<file path="config.mk">
export PLATFORM = sky130hd
export DESIGN_NAME = phy_detailed_status
export DESIGN_NICKNAME = d
export VERILOG_FILES = /design/src/logic/phy_dstat_pkg.sv /design/src/logic/rx_symbol_classifier.sv /design/src/logic/latch_high_bank.sv /design/src/logic/phy_detailed_status.sv
export VERILOG_INCLUDE_DIRS = /design/src /design/src/logic
export SDC_FILE = /design/constraint.sdc
export NUM_CORES = 1
export LEC_CHECK = 0
export BUFFER_PORTS_ARGS = -buffer_cell sky130_fd_sc_hd__buf_2
export CAP_MARGIN = 10
export CORE_MARGIN = 2
export CORE_UTILIZATION = 50
export CTS_CLUSTER_DIAMETER = 60
export DETAILED_ROUTE_END_ITERATION = 6
export HOLD_SLACK_MARGIN = 0.15
export PLACE_DENSITY_LB_ADDON = 0.08
export SETUP_SLACK_MARGIN = 0.15
export SLEW_MARGIN = 20
export SYNTH_ARGS = -nofsm -noshare
export SYNTH_HDL_FRONTEND = slang
export SYNTH_HIERARCHICAL = 1
export SYNTH_SLANG_ARGS = --single-unit
</file>
<file path="constraint.sdc">
create_clock -name SYS_CLK -period 1.3 [get_ports SYS_CLK]
set_input_delay 0.26 -clock SYS_CLK [delete_from_list [all_inputs] [get_ports SYS_CLK]]
set_output_delay 0.26 -clock SYS_CLK [all_outputs]
set_load 0.01 [all_outputs]
</file>
<file path="src/logic/phy_dstat_cfg.svh">
// offsets, field positions, reset values and symbol codes of the detailed status logic
`ifndef PHY_DSTAT_CFG_SVH
`define PHY_DSTAT_CFG_SVH

// ----------------------------------------
// register layout
// ----------------------------------------
`define DSTAT_WIDTH        16
`define DSTAT_RESET        16'h0000
`define DSTAT_SIG_LOST     10
`define DSTAT_PLL_ERR      9
`define DSTAT_FALSE_CAR    8
`define DSTAT_BAD_SYM      7
`define DSTAT_HALT_SYM     6
`define DSTAT_PREM_END     5
`define DSTAT_ANEG_DONE    4
`define DSTAT_SIG_DET      3
`define DSTAT_JABBER       2
`define DSTAT_REM_FAULT    1
`define DSTAT_LINK         0
`define DSTAT_EVT_COUNT    6

// ----------------------------------------
// 5-bit line codes
// ----------------------------------------
`define SYM_CODE_IDLE      5'h1F
`define SYM_CODE_J         5'h18
`define SYM_CODE_K         5'h11
`define SYM_CODE_T         5'h0D
`define SYM_CODE_R         5'h07
`define SYM_CODE_HALT      5'h04

`endif

</file>
<file path="src/logic/phy_dstat_pkg.sv">
// types shared by the detailed status logic
`default_nettype none

package phy_dstat_pkg;

    // ----------------------------------------
    // symbol classes and receive states
    // ----------------------------------------
    typedef enum logic [2:0] {
        SYM_DATA,
        SYM_IDLE,
        SYM_J,
        SYM_K,
        SYM_T,
        SYM_R,
        SYM_HALT,
        SYM_BAD
    } sym_class_t;

    typedef enum logic [1:0] {
        RX_IDLE,
        RX_START,
        RX_PACKET,
        RX_END
    } rx_state_t;

    // ----------------------------------------
    // event vector, msb first as in the register
    // ----------------------------------------
    typedef struct packed {
        logic sig_lost;
        logic pll_err;
        logic false_car;
        logic bad_sym;
        logic halt_sym;
        logic prem_end;
    } rx_evt_t;

    typedef struct packed {
        logic aneg_done;
        logic sig_det;
        logic jabber;
        logic rem_fault;
        logic link;
    } live_bits_t;

endpackage : phy_dstat_pkg

`default_nettype wire

</file>
<file path="src/logic/rx_symbol_classifier.sv">
// registered classifier of received 5-bit line symbols
`timescale 1ns/10ps
`default_nettype none
`include "phy_dstat_cfg.svh"

module rx_symbol_classifier
    import phy_dstat_pkg::*;
#(
    parameter int SYM_W = 5
) (
    input  wire logic             clk,
    input  wire logic             rst,
    input  wire logic             sym_valid,
    input  wire logic [SYM_W-1:0] sym_code,
    output logic                  cls_valid_ff,
    output sym_class_t            cls_ff
);

    if (SYM_W != 5) begin : g_bad_width
        $error("symbol width must be 5");
    end

    sym_class_t nxt_cls;

    // ----------------------------------------
    // code decode
    // ----------------------------------------
    always_comb begin
        case (sym_code)
            `SYM_CODE_IDLE: nxt_cls = SYM_IDLE;
            `SYM_CODE_J:    nxt_cls = SYM_J;
            `SYM_CODE_K:    nxt_cls = SYM_K;
            `SYM_CODE_T:    nxt_cls = SYM_T;
            `SYM_CODE_R:    nxt_cls = SYM_R;
            `SYM_CODE_HALT: nxt_cls = SYM_HALT;
            5'h1E, 5'h09, 5'h14, 5'h15,
            5'h0A, 5'h0B, 5'h0E, 5'h0F,
            5'h12, 5'h13, 5'h16, 5'h17,
            5'h1A, 5'h1B, 5'h1C, 5'h1D: nxt_cls = SYM_DATA;
            default:        nxt_cls = SYM_BAD;
        endcase
    end

    always_ff @(posedge clk) begin
        if (rst) begin
            cls_valid_ff <= 1'b0;
            cls_ff       <= SYM_IDLE;
        end else begin
            cls_valid_ff <= sym_valid;
            cls_ff       <= nxt_cls;
        end
    end

endmodule : rx_symbol_classifier

`default_nettype wire

</file>
<file path="src/logic/latch_high_bank.sv">
// bank of latching-high flags, cleared by a read strobe
`timescale 1ns/10ps
`default_nettype none

module latch_high_bank #(
    parameter int N = 6
) (
    input  wire logic         clk,
    input  wire logic         rst,
    input  wire logic [N-1:0] set,
    input  wire logic         clr,
    output logic      [N-1:0] flag_ff
);

    if (N < 1) begin : g_bad_count
        $error("flag count must be at least one");
    end

    // ----------------------------------------
    // one flag per event, set beats clear
    // ----------------------------------------
    for (genvar i = 0; i < N; i++) begin : g_flag
        always_ff @(posedge clk) begin
            if (rst) begin
                flag_ff[i] <= 1'b0;
            end else begin
                flag_ff[i] <= set[i] | (flag_ff[i] & ~clr);
            end
        end
    end

endmodule : latch_high_bank

`default_nettype wire

</file>
<file path="src/logic/phy_detailed_status.sv">
// detailed status register of the 10/100 PHY: receive event flags and live bits
`timescale 1ns/10ps
`default_nettype none
`include "phy_dstat_cfg.svh"

// Summary of operation
// - receive signal lost in 100 mode sets the signal-lost flag
// - signal present but receive PLL unlocked sets the lock-error flag
// - a frame start that is not J followed by K sets false carrier
// - a bad symbol inside a packet pulses the receive error output
// - the same bad symbol sets the invalid-symbol flag
// - halt symbol in a packet is signalled outward and sets its flag
// - two consecutive idles inside a packet set the premature-end flag
// - all six event flags latch high until read or reset
// - event flags carry no meaning in 10Base-T; events are ignored there
// - negotiation-complete bit reads one only when enabled and finished
// - signal-detect bit shows live line signal presence in 100 mode
// - jabber bit mirrors the basic status jabber bit
// - remote-fault bit mirrors the basic status remote-fault bit
// - link bit mirrors the latching-low basic status link bit
module phy_detailed_status
    import phy_dstat_pkg::*;
#(
    parameter int SYM_W = 5
) (
    input  wire logic             SYS_CLK,
    input  wire logic             RST,
    input  wire logic             MODE_100,
    input  wire logic             AN_ENABLE,
    input  wire logic             AN_DONE,
    input  wire logic             SIG_PRESENT,
    input  wire logic             PLL_LOCKED,
    input  wire logic             SYM_VALID,
    input  wire logic [SYM_W-1:0] SYM_CODE,
    input  wire logic             BASIC_JABBER,
    input  wire logic             BASIC_REMOTE_FAULT,
    input  wire logic             BASIC_LINK,
    input  wire logic             REG_RD,
    output logic      [15:0]      REG_RD_DATA,
    output logic                  RX_ERR,
    output logic                  HALT_SEEN
);

    if (SYM_W != 5) begin : g_bad_width
        $error("symbol width must be 5");
    end

    // ----------------------------------------
    // declarations
    // ----------------------------------------
    logic       cls_valid;
    sym_class_t cls;

    rx_state_t  state_ff;
    rx_state_t  nxt_state;

    logic       sig_ff;
    logic       prev_idle_ff;
    logic       nxt_prev_idle;

    rx_evt_t    evt;
    rx_evt_t    evt_gated;
    logic [`DSTAT_EVT_COUNT-1:0] flags;

    live_bits_t live;
    logic [15:0] nxt_rd_data;
    logic [15:0] rd_data_ff;

    logic       rx_err_ff;
    logic       nxt_rx_err;
    logic       halt_ff;
    logic       nxt_halt;

    // ----------------------------------------
    // symbol classification
    // ----------------------------------------
    rx_symbol_classifier #(
        .SYM_W        (SYM_W)
    ) u_classifier (
        .clk          (SYS_CLK),
        .rst          (RST),
        .sym_valid    (SYM_VALID),
        .sym_code     (SYM_CODE),
        .cls_valid_ff (cls_valid),
        .cls_ff       (cls)
    );

    // ----------------------------------------
    // signal presence history
    // ----------------------------------------
    always_ff @(posedge SYS_CLK) begin
        if (RST) begin
            sig_ff <= 1'b0;
        end else begin
            sig_ff <= SIG_PRESENT;
        end
    end

    // ----------------------------------------
    // receive stream tracking
    // ----------------------------------------
    always_comb begin
        nxt_state     = state_ff;
        nxt_prev_idle = prev_idle_ff;
        evt.sig_lost  = sig_ff & ~SIG_PRESENT;
        evt.pll_err   = SIG_PRESENT & ~PLL_LOCKED;
        evt.false_car = 1'b0;
        evt.bad_sym   = 1'b0;
        evt.halt_sym  = 1'b0;
        evt.prem_end  = 1'b0;
        nxt_rx_err    = 1'b0;
        nxt_halt      = 1'b0;
        if (!SIG_PRESENT) begin
            nxt_state     = RX_IDLE;
            nxt_prev_idle = 1'b0;
        end else if (cls_valid) begin
            case (state_ff)
                RX_IDLE: begin
                    if (cls == SYM_J) begin
                        nxt_state = RX_START;
                    end else if (cls != SYM_IDLE) begin
                        evt.false_car = 1'b1;
                    end
                end
                RX_START: begin
                    if (cls == SYM_K) begin
                        nxt_state     = RX_PACKET;
                        nxt_prev_idle = 1'b0;
                    end else begin
                        evt.false_car = 1'b1;
                        nxt_state     = RX_IDLE;
                    end
                end
                RX_PACKET: begin
                    nxt_prev_idle = (cls == SYM_IDLE);
                    case (cls)
                        SYM_IDLE: begin
                            if (prev_idle_ff) begin
                                evt.prem_end = 1'b1;
                                nxt_rx_err   = 1'b1;
                                nxt_state    = RX_IDLE;
                            end
                        end
                        SYM_T: begin
                            nxt_state = RX_END;
                        end
                        SYM_HALT: begin
                            evt.halt_sym = 1'b1;
                            nxt_halt     = 1'b1;
                            nxt_rx_err   = 1'b1;
                        end
                        SYM_DATA: begin
                            nxt_state = RX_PACKET;
                        end
                        default: begin
                            evt.bad_sym = 1'b1;
                            nxt_rx_err  = 1'b1;
                        end
                    endcase
                end
                RX_END: begin
                    nxt_state     = RX_IDLE;
                    nxt_prev_idle = 1'b0;
                end
                default: begin
                    nxt_state = RX_IDLE;
                end
            endcase
        end
    end

    always_ff @(posedge SYS_CLK) begin
        if (RST) begin
            state_ff     <= RX_IDLE;
            prev_idle_ff <= 1'b0;
        end else begin
            state_ff     <= nxt_state;
            prev_idle_ff <= nxt_prev_idle;
        end
    end

    // ----------------------------------------
    // indications toward the mac
    // ----------------------------------------
    always_ff @(posedge SYS_CLK) begin
        if (RST) begin
            rx_err_ff <= 1'b0;
            halt_ff   <= 1'b0;
        end else begin
            rx_err_ff <= nxt_rx_err & MODE_100;
            halt_ff   <= nxt_halt & MODE_100;
        end
    end

    assign RX_ERR    = rx_err_ff;
    assign HALT_SEEN = halt_ff;

    // ----------------------------------------
    // event gating by mode
    // ----------------------------------------

    // no event counts outside 100Base-TX
    assign evt_gated = MODE_100 ? evt : '0;

    // ----------------------------------------
    // latched event flags
    // ----------------------------------------
    latch_high_bank #(
        .N       (`DSTAT_EVT_COUNT)
    ) u_flags (
        .clk     (SYS_CLK),
        .rst     (RST),
        .set     (evt_gated),
        .clr     (REG_RD),
        .flag_ff (flags)
    );

    // ----------------------------------------
    // live and mirrored bits
    // ----------------------------------------
    assign live.aneg_done = AN_ENABLE & AN_DONE;
    assign live.sig_det   = MODE_100 & SIG_PRESENT;
    assign live.jabber    = BASIC_JABBER;
    assign live.rem_fault = BASIC_REMOTE_FAULT;
    assign live.link      = BASIC_LINK;

    // ----------------------------------------
    // register read
    // ----------------------------------------
    always_comb begin
        nxt_rd_data = `DSTAT_RESET;
        nxt_rd_data[`DSTAT_SIG_LOST:`DSTAT_PREM_END] = flags;
        nxt_rd_data[`DSTAT_ANEG_DONE]                = live.aneg_done;
        nxt_rd_data[`DSTAT_SIG_DET]                  = live.sig_det;
        nxt_rd_data[`DSTAT_JABBER]                   = live.jabber;
        nxt_rd_data[`DSTAT_REM_FAULT]                = live.rem_fault;
        nxt_rd_data[`DSTAT_LINK]                     = live.link;
    end

    always_ff @(posedge SYS_CLK) begin
        if (RST) begin
            rd_data_ff <= `DSTAT_RESET;
        end else if (REG_RD) begin
            rd_data_ff <= nxt_rd_data;
        end
    end

    assign REG_RD_DATA = rd_data_ff;

endmodule : phy_detailed_status

`default_nettype wire

</file>
=== Yosys cells after proc, flatten, opt, wreduce, memory -nomap -nowiden ===
Memory sizes are Yosys's and may differ from the RTL's. A register that Yosys moved wholly into a read port is not among the register bits.
Cells that the tools add are included.

* Register bits: 24
* Memories: 1
* Memory bits (read-only): 96

{| class="wikitable"
|+ Memories
! name !! words !! width !! rd ports !! clocked after Yosys merged registers in !! write ports !! line !! RTL
|-
| (name not given) || 32 || 3 || 1 || 1 || 0 || rx_symbol_classifier.sv:29 || <nowiki>case (sym_code)</nowiki>
|}

* Equality and inequality tests: 13
* Muxes and demuxes: 26
* Bitwise logic cells: 21
* Reductions and logical operators: 8

{| class="wikitable"
|+ Operators by type and width
! operator !! count
|-
| 1-bit 2-to-1 mux || 14
|-
| 1-bit AND || 12
|-
| 4-bit 2-to-1 mux || 2
|-
| 2-bit one-hot mux with 4 select lines || 1
|-
| 3-bit by 2-bit == test with 1-bit output (second input constant) || 2
|-
| 3-bit == test (second input constant) || 2
|-
| 2-bit 2-to-1 mux || 3
|-
| 6-bit 2-to-1 mux || 1
|-
| 1-bit bitwise OR || 6
|-
| 2-bit one-hot mux with 3 select lines || 1
|-
| 2-bit == test (second input constant) || 2
|-
| 2-bit != test (second input constant) || 2
|-
| 4-bit != test (second input constant) || 1
|-
| 1-bit one-hot mux with 2 select lines || 2
|-
| 4-bit AND reduction || 1
|-
| 2-bit OR reduction || 2
|-
| 4-bit OR reduction || 1
|-
| 3-bit by 1-bit == test with 1-bit output (second input constant) || 1
|-
| 3-bit zero test || 1
|-
| 3-bit 2-to-1 mux || 1
|-
| 3-bit by 1-bit != test with 1-bit output (second input constant) || 1
|-
| 3-bit != test (second input constant) || 1
|-
| 1-bit NOT || 3
|-
| 1-bit one-hot mux with 3 select lines || 1
|-
| 4 further kinds || 4
|}

=== Longest topological paths before layout ===
Gate-level depths: netlist of the first run.

* Depth after elaboration: 8
* Gate-level depth with buffers: 5
* Mapped depth without buffers: 5

=== Modules after synthesis ===
The synthesis of the first run kept the hierarchy.

{| class="wikitable"
|+ Modules (own cells, without submodules)
! module !! cells each !! area an instance (sq um) !! times used
|-
| phy_detailed_status || 90 || 817.0 || 1
|-
| rx_symbol_classifier || 24 || 217.7 || 1
|-
| latch_high_bank || 24 || 210.2 || 1
|}

=== Worst setup path after synthesis of the first run ===
Ideal clock, no wire load.

* Path kind: register to register
* Start: reg u_classifier.cls_ff[2]
* End: reg state_ff[1]
* Data arrival time: 1.074 ns
* Required time: 1.226 ns
* Path buffers: 1
* Path slack: 0.152 ns
* Stages on the path, launching flop included: 5
* Library setup time: 0.074 ns
* Cell sequence: dfxtp_1 buf_6 nand4b_4 or3b_1 a31oi_1

* Cells in the longest elaborated chain, start to end: 3
* Elaborated cells between the ends (all ways): 12
* Those cells by class: 7 x eq/ne; 3 x mux; 2 x reduce/logical

{| class="wikitable"
|+ RTL lines
! what !! line !! RTL
|-
| from (decl) || rx_symbol_classifier.sv:16 || <nowiki>output sym_class_t cls_ff</nowiki>
|-
| 3-bit == test, or another cell as far along || phy_detailed_status.sv:136 || <nowiki>case (cls)</nowiki>
|-
| 2-bit one-hot mux with 3 select lines, or another cell as far along || phy_detailed_status.sv:136 ||
|-
| 2-bit one-hot mux with 4 select lines / 4-bit AND reduction (equally long branches) || n/a ||
|-
| to (signal assigned) || phy_detailed_status.sv:177 || <nowiki>state_ff <= nxt_state;</nowiki>
|-
| to (decl) || phy_detailed_status.sv:54 || <nowiki>rx_state_t state_ff;</nowiki>
|}

Several ways; a longest one is shown, not always the timed one.
A chain may end at the register's enable or synchronous reset.

=== Worst setup path in the final report of the first run ===
Ends and elaborated chain as after synthesis.

==> results of run 1 <==
[what timing repair did]
action | CTS | global route
pin swaps | 0 | 2
hold buffers | 7 | 0
setup buffers | 1 | 2
endpoints found under the hold margin | 6 | 0
resized for setup | 7 | 6
setup endpoints to repair | 2 | 8
cloned | 0 | 0
[cell type report]
type                    count  area (sq um)  area share
clock inverters             1         7.507    0.004854
multi-input cells          97         636.9      0.4118
repair buffers             41         252.7      0.1634
well taps                  30         37.54     0.02427
clock buffers               3         22.52     0.01456
flip-flops and latches     27         559.3      0.3617
inverters                   8         30.03     0.01942
[power breakdown]
group / switching (mW) / internal, mW / leakage (nW)
Combinational: 0.0974 / 0.101 / 0.463
Clock: 0.250 / 0.118 / 0.0139
Sequential: 0.0166 / 0.844 / 0.223
Total: 0.364 / 1.06 / 0.700
[registers in the layout (all words and copies together), names as in the netlist]
| signal | count |
|---|---|
| REG_RD_DATA | 11 |
| u_flags/flag_ff | 6 |
| u_classifier/cls_ff | 3 |
| state_ff | 2 |
| HALT_SEEN | 1 |
| RX_ERR | 1 |
| prev_idle_ff | 1 |
| sig_ff | 1 |
| u_classifier/cls_valid_ff | 1 |
[stage by stage]
step	hold slack, ns	cells
finish	0.1824	207
detailed placement	0.4647	193
global route	0.1740	207
floorplan	0.3262	142
global placement	0.4513	193
CTS	0.1704	205
[cells in the final DEF, fill, tap and decap left out, drive strengths merged, types with 3 or more instances in the layout]
cell         synthesis  layout
a21oi               10      10
buf                  9      34
clkbuf               1       3
conb                 1       5
dfxtp               27      27
dlygate4sd3          0       7
inv                  8       8
mux2i                9       9
nand2                3       3
nand2b              13      13
nand3                4       4
nand3b               4       4
nor2                19      19
nor2b                3       3
nor3                 3       3
o21ai                3       3
[cells by family after synthesis]
family	count (synthesis)	share of synthesized area
AOI/OAI and AO/OA	24	0.1367
xor gates and xnor gates	1	0.007036
buffers and inverters	18	0.07839
DFF	27	0.4342
muxes	9	0.07236
other	1	0.003012
and+or+nand+nor	58	0.2683
[routing by layer]
layer,global-route usage,vias up,wire length (um)
met1,0.2089,484,1000
li1,-,543,-
met4,0.08974,0,51
met5,0,-,0
met3,0.03333,5,92
met2,0.3008,21,1086
[worst max-delay path: cells and delay by family (launching register included)]
| family | cells | cell delay (ns) |
|---|---|---|
| DFF | 1 | 0.36 |
| AOI/OAI and AO/OA | 1 | 0.15 |
| and+or+nand+nor | 2 | 0.52 |
[final timing paths]
path | slack [ns] | depth (start not counted) | endpoint | from
min reg2reg | 0.49 | 2 | REG_RD_DATA[3] | REG_RD_DATA[3]
max | 0.20 | 3 | state_ff[1] | u_classifier/cls_ff[2]
min | 0.18 | 3 | REG_RD_DATA[4] | AN_ENABLE
max reg2reg | 0.20 | 3 | state_ff[1] | u_classifier/cls_ff[2]
==> metrics.txt, run 1 <==
HP Class input port to flop; Mean Syn Cell Area about 9 sq um; Tot Pwr roughly 1.4 mW; Area Overhead vs Synth 24.22%; ys flop type dfxtp_1; GR Overflow Total 0; H-Tree Depth 1; die width between 50 and 60 um; Mapped Cells 138; chip height about 54 um; Finish-stage setup viols 0; Avg Vias per Cell around 5.1; Tcrit/Tclk final 0.8485; min Tclk post-route 1.103 ns; die area 2905 sq um; port bufs 29; Final Instance Area between 1500 and 2000 sq um; Crit path largest cell delay 0.36 ns; CTS max path bufs 2; Residual DRC 0; clk_lat worst skew 0.33 ns; flops & latches, synth 27; critical path arrival between 1 and 1.5 ns; CTS Sinks 27; Initial Util 0.5166; Post-synth EDFFs 0; gr usage total 0.1764; Yosys warning total 6; drt total wl 2231 um; Synth top cells by count dfxtp_1, nor2_1, nand2b_1; worst vdd ir 0.7904 mV; critical setup path kind flop to flop; Fmax achieved roughly 910 MHz; clock buffer count from CTS 3; count leader, synth dfxtp_1; post-layout util 0.6417; CP max FO 3; outcome completed; DRT iter0 DRCs 19; drt wl/cell between 10 and 15 um; Final TNS setup 0 ns; root buffer cell clkbuf_4; initial antenna violation count 0; Synth cell types 36; GPL Wtd Cong a little over 0.8; via count roughly 1100; sequential share of the synthesized area 0.4342; cell area after synthesis 1245 sq um; Filler Cell Count ~220; P_leak about 0.7 nW; max cap viols 0; PD cells ~920 nW/um^2; Synth area leaders dfxtp_1, mux2i_1, nand2b_1, nor2_1, a21oi_1; Crit path required time roughly 1.6 ns; CTS tree built; dpl hpwl 1552 um; global-route wire length before repair 3691 um; io pins 35; final hold vios 0; Post-Place Setup Slack between 0.06 and 0.07 ns; CP Launch Type flop; RSZ-0062 raised after global routing true; fin. max-slew vios 0; top cell type's share of synthesized area 0.4342; vias in the first global route 910; post-route setup slack a little under 0.2 ns; core region area 2410 sq um; Critical Path End Type flop; fraction of registers with async set/reset 0; nets@finish roughly 200; Reg clk slew, reported paths roughly 0.15 ns; worst clock skew 0.01086 ns; largest net degree at the start of global routing 20; Slowest-stage cell, CP dfxtp_4; Yosys top cell by area dfxtp_1; crit-path cells nand4b_4 > or3b_1 > a31oi_1; Post-DRT Antenna Nets 0; layout cells sized above 1 0.2881; drt pass-1 iters 4; Ant. Diodes 0; placed inst area ~1400 sq um; Std-Cell Rows 18
Note: power is estimated with default switching activity, not from simulation.
==> inputs of run 2 (changes only) <==
--- a/config.mk
+++ b/config.mk
@@ -9,7 +9,7 @@
 export BUFFER_PORTS_ARGS = -buffer_cell sky130_fd_sc_hd__buf_2
 export CAP_MARGIN = 10
 export CORE_MARGIN = 2
-export CORE_UTILIZATION = 50
+export CORE_UTILIZATION = 45
 export CTS_CLUSTER_DIAMETER = 60
 export DETAILED_ROUTE_END_ITERATION = 6
 export HOLD_SLACK_MARGIN = 0.15
==> constraint.sdc (replaced) <==
create_clock -name SYS_CLK -period 1 [get_ports SYS_CLK]
set_input_delay 0.2 -clock SYS_CLK [delete_from_list [all_inputs] [get_ports SYS_CLK]]
set_output_delay 0.2 -clock SYS_CLK [all_outputs]
set_load 0.01 [all_outputs]
==> metrics.txt, run 2 (same netlist as run 1, synthesis figures left out) <==
outcome finished, violations left; failing checks setup timing; Critical Path End Type flop; critical path arrival 1.33 ns; Post-DRT Antenna Nets 0; Final Non-Filler Cells 222; fin. max-slew vios 0; post-layout util 0.6563; drt wl/cell approximately 12 um; clk_lat worst skew approximately 0.33 ns; port bufs 29; root buffer cell clkbuf_4; Residual DRC 0; max cap viols 0; chip height ~57 um; CTS Sinks 27; Crit path required time roughly 1.3 ns; HP Class input port to flop; most frequent cells in the layout nor2_1, buf_2, buf_4, dfxtp_2; gr usage total 0.1765; Hold Slack between 0.15 and 0.2 ns; nets@finish between 200 and 250; largest net degree at the start of global routing 20; Crit path largest cell delay ~0.42 ns; critical setup path kind flop to flop; GR Overflow Total 0; CTS tree built; Fmax achieved a little over 900 MHz; via count 1082; Std-Cell Rows 19; DRT iter0 DRCs 9; Slowest-stage cell, CP dfxtp_4; die area 3203 sq um; post-route setup slack -0.07013 ns; io pins 35; CP max FO 6; CTS max path bufs 2; layout cells sized above 1 0.4084; Avg Vias per Cell 4.874; die width ~57 um; GPL Wtd Cong 0.7812; Final TNS setup -0.2022 ns; crit-path cells nand4b_4 > or3b_1 > a31oi_1; Filler Cell Count ~230; RSZ-0062 raised after global routing true; r2r setup slk -0.07 ns; vias in the first global route roughly 1100; min Tclk post-route ~1.1 ns; drt total wl around 2700 um; worst clock skew ~0.011 ns; drt pass-1 iters 4; Area Overhead vs Synth 41.61%; P_leak a little under 0.8 nW; initial antenna violation count 0; WP buf/inv 0; Initial Util 0.4634; global-route wire length before repair 4519 um; Ant. Diodes 0; Tcrit/Tclk final 1.070; PD cells between 1000 and 1500 nW/um^2; Crit path max-delay family simple AND/OR/NAND/NOR gates; Finish-stage setup viols 10; CP Launch Type flop; dpl hpwl 1820 um; Reg clk slew, reported paths ~0.14 ns; max FFs per register 11; worst vdd ir around 1.2 mV; H-Tree Depth 1; core region area approximately 2700 sq um; final hold vios 0; placed insts 210; clock buffer count from CTS 3
-- run 2: changes by cell type in the layout (fill, tap and decap cells not counted), moves of 2 or more --
cell / before / now
dfxtp_1: 22 / 11
buf_2: 29 / 18
buf_4: 5 / 17
dfxtp_4: 5 / 3
buf_6: 0 / 12
dfxtp_2: 0 / 13
-- run 2: metrics by stage --
step / worst slack [ns] / power [mW] / instance area [sq um]
2_1_floorplan: -0.09449 / 1.316 / 1280
3_3_place_gp: -0.1158 / 1.419 / 1531
3_5_place_dp: -0.1646 / 1.428 / 1531
4_1_cts: -0.07215 / 1.952 / 1743
5_1_grt: -0.1395 / 2.046 / 1763
6_report: -0.07013 / 1.952 / 1763
-- run 2: power by group --
group | switching, mW | leakage (nW) | internal (mW)
clock network | 0.338 | 0.0139 | 0.153
registers | 0.0287 | 0.227 | 1.10
logic | 0.140 | 0.554 | 0.187
total | 0.507 | 0.795 | 1.44
-- run 2: worst register-to-register path: cells and delay by family, from the launching register on --
kind	cells	cell delay, ns
AOI/OAI and AO/OA	1	0.14
DFF	1	0.42
and+or+nand+nor	2	0.46
-- run 2: worst paths after layout --
path | start | end | cells past startpoint
setup / recovery | state_ff[0] | state_ff[1] | 3
hold / removal | SYM_CODE[1] | u_classifier/cls_ff[2] | 3
setup reg to reg | state_ff[0] | state_ff[1] | 3
hold reg to reg | u_flags/flag_ff[3] | u_flags/flag_ff[3] | 2
-- run 2: cell type report --
cell class                      count  area [sq um]  area share
Timing Repair Buffer               55         442.9      0.2512
Clock inverter                      1         7.507    0.004258
Tap cell                           31         38.79     0.02200
Multi-Input combinational cell     97         653.1      0.3705
Inverter                            8         30.03     0.01703
Clock buffer                        3         22.52     0.01278
Sequential cell                    27         568.0      0.3222
-- run 2: layer usage --
metal | vias to the layer above | GRT usage | routed length, um
li1 | 565 | - | -
met3 | 2 | 0.02995 | 76
met5 | - | 0 | 0
met2 | 17 | 0.3322 | 1360
met1 | 498 | 0.2006 | 1197
met4 | 0 | 0.05102 | 16
-- run 2: timing repair --
item	CTS	global route
hold endpoints to repair	6	0
gates resized for setup	34	3
hold buffers	7	0
setup endpoints to repair	22	23
pin swaps	2	1
buffers inserted	0	1
